--- src/wkev_pkg.sv ---
package wkev_pkg;
    localparam logic [7:0] WKEV_ADDR_HARDWARE_CONFIG_REG = 8'h74;
    localparam logic [7:0] WKEV_ADDR_BYTE_TEST = 8'h64;
    localparam logic [7:0] WKEV_ADDR_PMCTRL = 8'h84;
    localparam logic [7:0] WKEV_ADDR_SOURCE = 8'h8C;
    localparam int WKEV_BIT_READY = 0;
    localparam int WKEV_BIT_OUT_EN = 1;
    localparam int WKEV_BIT_POL = 2;
    localparam int WKEV_BIT_PULSE = 3;
    localparam int WKEV_BIT_STS_LO = 4;
    localparam int WKEV_BIT_TYPE = 6;
    localparam int WKEV_BIT_ENERGY_WAKE_ENABLE = 8;
    localparam int WKEV_BIT_FW_EN = 9;
    localparam int WKEV_BIT_MODE_LO = 12;
    localparam logic [1:0] WKEV_MODE_FULL = 2'h0;
    localparam logic [1:0] WKEV_MODE_FRAME = 2'h1;
    localparam logic [1:0] WKEV_MODE_ENERGY = 2'h2;
    localparam int WKEV_CLK_HZ = 20000000;
    localparam int WKEV_PULSE_MS = 50;
    localparam int WKEV_PULSE_CYC = WKEV_CLK_HZ / 1000 * WKEV_PULSE_MS;
    localparam int WKEV_SETTLE_CYC = 16;
endpackage : wkev_pkg

--- src/wkev_ctrl.sv ---
// Design decisions made here: strobed register access and the register offsets.
`timescale 1ns/1ps
// Notes on behaviour
// - wake_status shows cause: energy, frame, or both (11).
// - a status bit clears only on a written one.
// - clearing works only in full power with ready set.
// - pulse mode: output active for 50 ms when a wake event sets a clear status bit.
// - level mode: output held active until deactivated.
// - output drops when status cleared or its enable cleared.
// - push-pull polarity follows event_polarity.
// - open-drain ignores polarity, always active low.
// - pin driven only while event_output_enable set.
// - interrupt independent of event_output_enable.
// - ready set only after settling, on power-up or wake.
// - control register readable in any power state.
// - power_state_select: full, frame wake, energy wake; 11 reserved.
// - driver type clear means open drain, set push-pull.
// - enabled wake events raise interrupt and output.
// - any write to byte test register wakes the device.
module wkev_ctrl
    import wkev_pkg::*;
#(
    parameter int PULSE_CYC = WKEV_PULSE_CYC,
    parameter int SETTLE_CYC = WKEV_SETTLE_CYC
) (
    input wire logic clk,
    input wire logic rst,
    input wire logic [7:0] addr,
    input wire logic [31:0] wdata,
    input wire logic wr,
    input wire logic rd,
    output logic [31:0] rdata,
    input wire logic energy_event_pin,
    input wire logic frame_event_pin,
    output logic power_event_o,
    output logic power_event_oe,
    output logic power_event_interrupt,
    output logic [1:0] power_state
);
    logic [1:0] ed_sync;
    logic [1:0] fw_sync;
    logic [1:0] mode, next_mode;
    logic [1:0] status, next_status;
    logic pulse_sel, next_pulse_sel;
    logic pol, next_pol;
    logic out_en, next_out_en;
    logic drv_type, next_drv_type;
    logic energy_wake_enable, next_energy_wake_enable;
    logic fw_en, next_fw_en;
    logic ready, next_ready;
    logic [31:0] settle_cnt, next_settle_cnt;
    logic [31:0] pulse_cnt, next_pulse_cnt;
    logic active, next_active;
    logic [31:0] next_rdata;
    logic next_pe_o, next_pe_oe, next_int;
    logic ed_hit, fw_hit, wr_ctrl, clr_ok;

    // address decode, shared by the write, wake and read paths
    function automatic logic addr_hit(input logic [7:0] a, input logic [7:0] target);
        return a == target;
    endfunction : addr_hit

    always_ff @(posedge clk) begin
        if (rst) begin
            ed_sync <= 2'h0;
            fw_sync <= 2'h0;
        end else begin
            ed_sync <= {ed_sync[0], energy_event_pin};
            fw_sync <= {fw_sync[0], frame_event_pin};
        end
    end

    always_comb begin
        wr_ctrl = wr && addr_hit(addr, WKEV_ADDR_PMCTRL);
        // events count only while their enable is set, in every power state
        ed_hit = ed_sync[1] && energy_wake_enable;
        fw_hit = fw_sync[1] && fw_en;
        clr_ok = ready && (mode == WKEV_MODE_FULL);
        next_mode = mode;
        next_pulse_sel = pulse_sel;
        next_pol = pol;
        next_out_en = out_en;
        next_drv_type = drv_type;
        next_energy_wake_enable = energy_wake_enable;
        next_fw_en = fw_en;
        next_status = status;
        next_ready = ready;
        next_settle_cnt = settle_cnt;
        if (wr_ctrl) begin
            next_pulse_sel = wdata[WKEV_BIT_PULSE];
            next_pol = wdata[WKEV_BIT_POL];
            next_out_en = wdata[WKEV_BIT_OUT_EN];
            next_drv_type = wdata[WKEV_BIT_TYPE];
            next_energy_wake_enable = wdata[WKEV_BIT_ENERGY_WAKE_ENABLE];
            next_fw_en = wdata[WKEV_BIT_FW_EN];
            // reserved encoding is refused, state kept
            if (wdata[WKEV_BIT_MODE_LO+:2] != 2'h3) begin
                next_mode = wdata[WKEV_BIT_MODE_LO+:2];
            end
            // leaving full power restarts the settle count for the next wake
            if (next_mode != WKEV_MODE_FULL) begin
                next_ready = 1'b0;
                next_settle_cnt = 32'h0;
            end
            if (clr_ok) begin
                next_status = status & ~wdata[WKEV_BIT_STS_LO+:2];
            end
        end
        // wake by write to byte test, or by an enabled event
        if (mode != WKEV_MODE_FULL) begin
            if ((wr && addr_hit(addr, WKEV_ADDR_BYTE_TEST)) || ed_hit || fw_hit) begin
                next_mode = WKEV_MODE_FULL;
                next_ready = 1'b0;
                next_settle_cnt = 32'h0;
            end
        end
        // ready only after a settle period in full power
        // a sleep write in the settling cycle must not let ready slip through
        if (mode == WKEV_MODE_FULL && next_mode == WKEV_MODE_FULL && !ready) begin
            if (settle_cnt >= 32'(SETTLE_CYC - 1)) begin
                next_ready = 1'b1;
            end else begin
                next_settle_cnt = settle_cnt + 32'h1;
            end
        end
        // set wins over clear
        if (ed_hit) begin
            next_status[0] = 1'b1;
        end
        if (fw_hit) begin
            next_status[1] = 1'b1;
        end
    end

    always_ff @(posedge clk) begin
        if (rst) begin
            mode <= WKEV_MODE_FULL;
            pulse_sel <= 1'b0;
            pol <= 1'b0;
            out_en <= 1'b0;
            drv_type <= 1'b0;
            energy_wake_enable <= 1'b0;
            fw_en <= 1'b0;
            status <= 2'h0;
            ready <= 1'b0;
            settle_cnt <= 32'h0;
        end else begin
            mode <= next_mode;
            pulse_sel <= next_pulse_sel;
            pol <= next_pol;
            out_en <= next_out_en;
            drv_type <= next_drv_type;
            energy_wake_enable <= next_energy_wake_enable;
            fw_en <= next_fw_en;
            status <= next_status;
            ready <= next_ready;
            settle_cnt <= next_settle_cnt;
        end
    end

    // event output and its pulse timer
    always_comb begin
        next_active = active;
        next_pulse_cnt = pulse_cnt;
        if ((ed_hit && !status[0]) || (fw_hit && !status[1])) begin
            next_active = 1'b1;
            next_pulse_cnt = 32'h0;
        end else if (active && pulse_sel) begin
            if (pulse_cnt >= 32'(PULSE_CYC - 1)) begin
                next_active = 1'b0;
            end else begin
                next_pulse_cnt = pulse_cnt + 32'h1;
            end
        end
        // in level mode the output only leaves on clear or disable
        if ((next_status & {fw_en, energy_wake_enable}) == 2'h0) begin
            next_active = 1'b0;
        end
        next_int = (next_status & {fw_en, energy_wake_enable}) != 2'h0;
        next_pe_oe = 1'b0;
        next_pe_o = 1'b0;
        if (out_en) begin
            if (drv_type) begin
                next_pe_oe = 1'b1;
                next_pe_o = next_active ? pol : ~pol;
            end else begin
                // open drain: pull low only while active
                next_pe_oe = next_active;
            end
        end
    end

    always_ff @(posedge clk) begin
        if (rst) begin
            active <= 1'b0;
            pulse_cnt <= 32'h0;
            power_event_o <= 1'b0;
            power_event_oe <= 1'b0;
            power_event_interrupt <= 1'b0;
            power_state <= WKEV_MODE_FULL;
        end else begin
            active <= next_active;
            pulse_cnt <= next_pulse_cnt;
            power_event_o <= next_pe_o;
            power_event_oe <= next_pe_oe;
            power_event_interrupt <= next_int;
            power_state <= next_mode;
        end
    end

    // register read, always answered for the control register
    always_comb begin
        next_rdata = 32'h0;
        if (rd && addr_hit(addr, WKEV_ADDR_PMCTRL)) begin
            next_rdata[WKEV_BIT_READY] = ready;
            next_rdata[WKEV_BIT_OUT_EN] = out_en;
            next_rdata[WKEV_BIT_POL] = pol;
            next_rdata[WKEV_BIT_PULSE] = pulse_sel;
            next_rdata[WKEV_BIT_STS_LO+:2] = status;
            next_rdata[WKEV_BIT_TYPE] = drv_type;
            next_rdata[WKEV_BIT_ENERGY_WAKE_ENABLE] = energy_wake_enable;
            next_rdata[WKEV_BIT_FW_EN] = fw_en;
            next_rdata[WKEV_BIT_MODE_LO+:2] = mode;
        end
    end

    always_ff @(posedge clk) begin
        if (rst) begin
            rdata <= 32'h0;
        end else begin
            rdata <= next_rdata;
        end
    end

    a_status_clear_gate: assert property (@(posedge clk) disable iff (rst)
        (wr_ctrl && !clr_ok && !rst) |=> ((status & $past(status)) == $past(status)))
        else $error("status cleared while not ready");
    a_status_set: assert property (@(posedge clk) disable iff (rst)
        ed_hit |=> status[0])
        else $error("energy event not recorded");
    a_od_low: assert property (@(posedge clk) disable iff (rst)
        (power_event_oe && !$past(drv_type)) |-> !power_event_o)
        else $error("open drain drove high");
    a_out_gated: assert property (@(posedge clk) disable iff (rst)
        !$past(out_en) |-> !power_event_oe)
        else $error("output driven while disabled");
    a_read_ready: assert property (@(posedge clk) disable iff (rst)
        (rd && addr == WKEV_ADDR_PMCTRL) |=> rdata[WKEV_BIT_READY] == $past(ready))
        else $error("ready not readable");
    a_irq_no_en: assert property (@(posedge clk) disable iff (rst)
        (status[0] && energy_wake_enable && !(wr_ctrl && clr_ok && wdata[WKEV_BIT_STS_LO]))
        |=> power_event_interrupt)
        else $error("interrupt missing");
    a_mode_legal: assert property (@(posedge clk) disable iff (rst)
        mode != 2'h3)
        else $error("reserved mode entered");
    a_ready_full: assert property (@(posedge clk) disable iff (rst)
        ready |-> mode == WKEV_MODE_FULL)
        else $error("ready outside full power");
    a_wake_write: assert property (@(posedge clk) disable iff (rst)
        (wr && addr == WKEV_ADDR_BYTE_TEST && !wr_ctrl) |=> mode == WKEV_MODE_FULL)
        else $error("byte test write did not wake");
    a_frame_set: assert property (@(posedge clk) disable iff (rst)
        fw_hit |=> status[1])
        else $error("frame event not recorded");
    a_no_stray_clear: assert property (@(posedge clk) disable iff (rst)
        !(wr_ctrl && clr_ok) |=> ((status & $past(status)) == $past(status)))
        else $error("status cleared without a clearing write");
    a_pulse_end: assert property (@(posedge clk) disable iff (rst)
        (active && pulse_sel && pulse_cnt == 32'(PULSE_CYC - 1) && !ed_hit && !fw_hit)
        |=> !active)
        else $error("pulse outlasted its period");
    a_pulse_bound: assert property (@(posedge clk) disable iff (rst)
        pulse_cnt < 32'(PULSE_CYC))
        else $error("pulse counter overran");
    a_level_hold: assert property (@(posedge clk) disable iff (rst)
        (active && !pulse_sel && (status & {fw_en, energy_wake_enable}) != 2'h0 && !wr_ctrl) |=> active)
        else $error("level output dropped early");
    a_clear_drops: assert property (@(posedge clk) disable iff (rst)
        ((status & {fw_en, energy_wake_enable}) == 2'h0 && !ed_hit && !fw_hit) |=> !active)
        else $error("output active with no enabled status");
    a_irq_idle: assert property (@(posedge clk) disable iff (rst)
        ((status & {fw_en, energy_wake_enable}) == 2'h0 && !ed_hit && !fw_hit) |=> !power_event_interrupt)
        else $error("interrupt with no enabled status");
    a_push_pol: assert property (@(posedge clk) disable iff (rst)
        (power_event_oe && $past(drv_type))
        |-> (power_event_o == (active ? $past(pol) : !$past(pol))))
        else $error("push-pull level wrong for polarity");
    a_od_active: assert property (@(posedge clk) disable iff (rst)
        ($past(out_en) && !$past(drv_type)) |-> (power_event_oe == active))
        else $error("open drain enable does not follow event");
    a_ready_settle: assert property (@(posedge clk) disable iff (rst)
        $rose(ready) |-> ($past(settle_cnt) == 32'(SETTLE_CYC - 1)))
        else $error("ready rose before settling");
    a_read_other: assert property (@(posedge clk) disable iff (rst)
        !(rd && addr == WKEV_ADDR_PMCTRL) |=> (rdata == 32'h0))
        else $error("read data outside a control read");
    a_state_out: assert property (@(posedge clk) disable iff (rst)
        power_state == mode)
        else $error("power state pin disagrees with mode");
    a_mode_refuse: assert property (@(posedge clk) disable iff (rst)
        (wr_ctrl && wdata[WKEV_BIT_MODE_LO+:2] == 2'h3 && mode == WKEV_MODE_FULL)
        |=> (mode == WKEV_MODE_FULL))
        else $error("reserved mode write changed the state");
    a_wake_event: assert property (@(posedge clk) disable iff (rst)
        (mode != WKEV_MODE_FULL && (ed_hit || fw_hit)) |=> (mode == WKEV_MODE_FULL && !ready))
        else $error("enabled event did not wake");
    a_irq_frame: assert property (@(posedge clk) disable iff (rst)
        (status[1] && fw_en && !(wr_ctrl && clr_ok && wdata[WKEV_BIT_STS_LO + 1]))
        |=> power_event_interrupt)
        else $error("frame interrupt missing");
endmodule : wkev_ctrl

--- config.mk ---
export PLATFORM = sky130hd
export DESIGN_NAME = wkev_ctrl
export DESIGN_NICKNAME = d
export VERILOG_FILES = /design/src/wkev_pkg.sv /design/src/wkev_ctrl.sv
export SDC_FILE = /design/constraint.sdc
export NUM_CORES = 1
export LEC_CHECK = 0
export ABC_AREA = 0
export BUFFER_PORTS_ARGS = -buffer_cell sky130_fd_sc_hd__clkbuf_2
export CORE_MARGIN = 1.5
export CORE_UTILIZATION = 57
export DETAILED_ROUTE_END_ITERATION = 12
export PLACE_DENSITY = 0.82
export SLEW_MARGIN = 0
export SYNTH_ARGS = -nofsm -noshare
export SYNTH_HDL_FRONTEND = slang
export SYNTH_SLANG_ARGS = --single-unit
export TNS_END_PERCENT = 50
--- constraint.sdc ---
create_clock -name clk -period 3.95 [get_ports clk]
set_input_delay 1.185 -clock clk [delete_from_list [all_inputs] [get_ports clk]]
set_output_delay 1.185 -clock clk [all_outputs]
set_load 0.005 [all_outputs]
==> flow_summary.json <==
{
  "fin_ws_ns": 1.03,
  "synth.most_common_cell": "dfxtp_1",
  "nets": 472,
  "avgRoutedWirePerCell_um": 13.6,
  "powerDensity_nw_per_um2": 405,
  "row_count": 29,
  "grt_usage_pct": 20.9,
  "crit_type": "input pin to register",
  "finalMaxSlewViolations": 0,
  "yosysSeqAreaShare_pct": 50.8,
  "dp_hpwl_um": 4750,
  "r2r_cells": 5,
  "regArea_um2": 1880,
  "worst_setup_path_start_kind": "input pin",
  "hold_buffers": 0,
  "clock_tree.buffer_depth": 2,
  "ir_worst_vdd_mv": 0.264,
  "vias": 2807,
  "diodes": 0,
  "required_ns": 4.24,
  "routed_via_density": 5.55,
  "insertion_delay_ns": 0.35,
  "hp-class": "register to register",
  "grt_pass1_wl_um": 11900,
  "arrival_ns": 3.21,
  "ys_seq_elements": 94,
  "gp_congestion": 0.842,
  "dp.cells": 490,
  "synthFlopType": "dfxtp_1",
  "finClkSkew_ns": 0.00949,
  "ant_nets": 0,
  "holdPathStages": 1,
  "avgSynthCellArea_um2": 9.67,
  "synth_enable_flop_cells": 0,
  "postLayoutCoreUtil_pct": 64.8,
  "min_period_over_period_pct": 74.0,
  "cts_made_buffers": 9,
  "multi_input_area_um2": 1660,
  "max_freq_mhz": 342,
  "cts.htree.levels": 3,
  "root_buffer": "clkbuf_8",
  "synth_area_leaders": "dfxtp_1, and2_1, buf_4",
  "netlist_area_um2": 3700,
  "syn-instance-count": 383,
  "slowest_stage": "nor4_1",
  "design.core.area_um2": 6310,
  "rrSetupSlack_ns": 1.74,
  "path_cells": "clkbuf_2, nor4b_2, a41o_1, nor3_1, nor4_1, a221o_1",
  "hold-path-endpoint": "ed_sync[1]",
  "rsz0062_at_grt": "false",
  "area_delta_synth_final_pct": 10.5,
  "antenna_found_initial": 0,
  "clk_transition_reported_paths_ns": 0.09,
  "grt_pass1_vias": 2708,
  "drv_cap": 0,
  "yosys.area.top_type_share_pct": 50.8,
  "cpPeakStageDelay_ns": 0.75,
  "setup_tns_ns": 0,
  "grt_overflow": 0,
  "relSlewSlack_pct": 40.0,
  "drtIter0Drc": 233,
  "yosysWarnings": 0,
  "leakage_nw": 1.72,
  "grt_max_degree": 27,
  "cts_num_sinks": 94,
  "tightest_slew_ns": 0.897,
  "cp-end-kind": "register",
  "drive_gt1_share_pct": 16.6,
  "async_reset_ff_share_pct": 0,
  "path_max_fanout": 5,
  "fill_cells": 517,
  "setup_viol": 0,
  "io_buffers": 39,
  "post_cts_buffers": 0,
  "rr_startpoint": "pulse_cnt[0]",
  "synth_common_cells": "dfxtp_1, and2_1, nor2_1",
  "drc": 0,
  "start_util_pct": 58.7,
  "pre_cts_ws_ns": 0.691,
  "wirelength_um": 6860,
  "worst_path_dominant_cell_family": "simple AND/OR/NAND/NOR gates",
  "finalCriticalPeriod_ns": 2.92,
  "final_cells": 506,
  "min-delay-start": "ed_sync[0]",
  "reg2reg_to": "pulse_cnt[8]",
  "tritoncts": "built",
  "timing.final.hold_violations": 0,
  "drt_pass1_iterations": 4,
  "die_w_um": 83.6,
  "synth_top_area_cell": "dfxtp_1",
  "yosysUniqueCellTypes": 53,
  "io_pins": 83,
  "worst-path-buf-inv": 1,
  "die_h_um": 83.6,
  "dieArea_um2": 6990,
  "outcome": "completed",
  "post_cts_resized": 0
}
[layer usage]
metal  vias to the layer above  wire [um]  GRT usage, %
met4                         0         66          7.90
met5                         -          0             0
met1                      1322       3150          26.4
met2                        67       3300          33.9
li1                       1411          -             -
met3                         7        341          5.74
[worst max-delay path by stage]
stage / startpoint / endpoint / cells past startpoint
2_1_floorplan: addr[0] / settle_cnt[10] / 6
3_3_place_gp: addr[0] / rdata[13] / 4
3_5_place_dp: addr[0] / settle_cnt[2] / 6
4_1_cts: addr[0] / settle_cnt[2] / 6
5_1_grt: addr[0] / settle_cnt[2] / 6
6_report: addr[0] / settle_cnt[2] / 6
[layout by cell type (no fill, tap or decap), types with 2 or more instances in the layout]
master,Yosys,routed
a211o_1,2,2
a211oi_1,3,3
a21oi_1,16,16
a31oi_1,2,2
and2_1,51,51
and3_1,5,5
and4_1,2,2
buf_4,21,3
clkbuf_2,1,39
clkbuf_8,0,10
conb_1,1,21
dfxtp_1,94,94
ha_1,2,2
inv_1,7,7
mux2i_1,12,12
nand2_1,18,18
nand3_1,13,13
nand3b_1,3,3
nand4_1,12,12
nor2_1,24,24
nor2b_1,7,7
nor3_1,5,5
nor3b_1,2,2
nor4_1,16,16
nor4b_1,2,2
o21ai_0,5,5
o221a_2,3,3
o22ai_1,2,2
o31ai_1,6,6
or2_2,6,6
or3_1,5,5
or4_1,6,6
[worst register-to-register path, cell delays in order, from the launching register on]
cell,delay [ns]
dfxtp_1,0.37
ha_1,0.29
a311o_1,0.37
a211o_1,0.48
or4_1,0.49
a21oi_1,0.15
[flip-flops by register name (all words and copies together) (netlist names), 2 cells and up]
register,cells
rdata,11
fw_sync,2
settle_cnt,32
pulse_cnt,32
ed_sync,2
status,2
power_state,2
[cell families (layout without fill, tap and decap cells)]
logic type	after synthesis	count (layout)	synth area share, %
mux	13	13	3.55
other cells	1	21	0.101
fa+ha+maj	2	2	0.676
flops	94	94	50.8
simple gates	183	183	28.8
buf+inv	39	65	6.32
compound gates	49	49	9.29
xor+xnor	2	2	0.473
[layout make-up]
| type | instances | area share, % |
|---|---|---|
| flip-flops and latches | 94 | 46.0 |
| repair buffers | 42 | 5.32 |
| clock buffers | 11 | 3.45 |
| multi-input cells | 270 | 40.6 |
| clock inverters | 5 | 1.62 |
| well taps | 77 | 2.35 |
| inverters | 7 | 0.642 |
[stage by stage]
| stage | hold slack (ns) | power, mW | cell area [um2] |
|---|---|---|---|
| after floorplan | 0.414 | 1.02 | 3780 |
| after global placement | 0.420 | 1.02 | 3880 |
| after detailed placement | 0.428 | 1.03 | 3880 |
| after CTS | 0.457 | 1.66 | 4090 |
| after global routing | 0.475 | 1.72 | 4090 |
| final | 0.453 | 1.66 | 4090 |
[power breakdown]
group | internal [mW] | leakage (nW) | switching, mW
registers | 0.952 | 0.758 | 0.00330
clock network | 0.318 | 0.102 | 0.335
logic | 0.0201 | 0.855 | 0.0301
total | 1.29 | 1.72 | 0.369
Note: power is estimated with default switching activity, not from simulation.
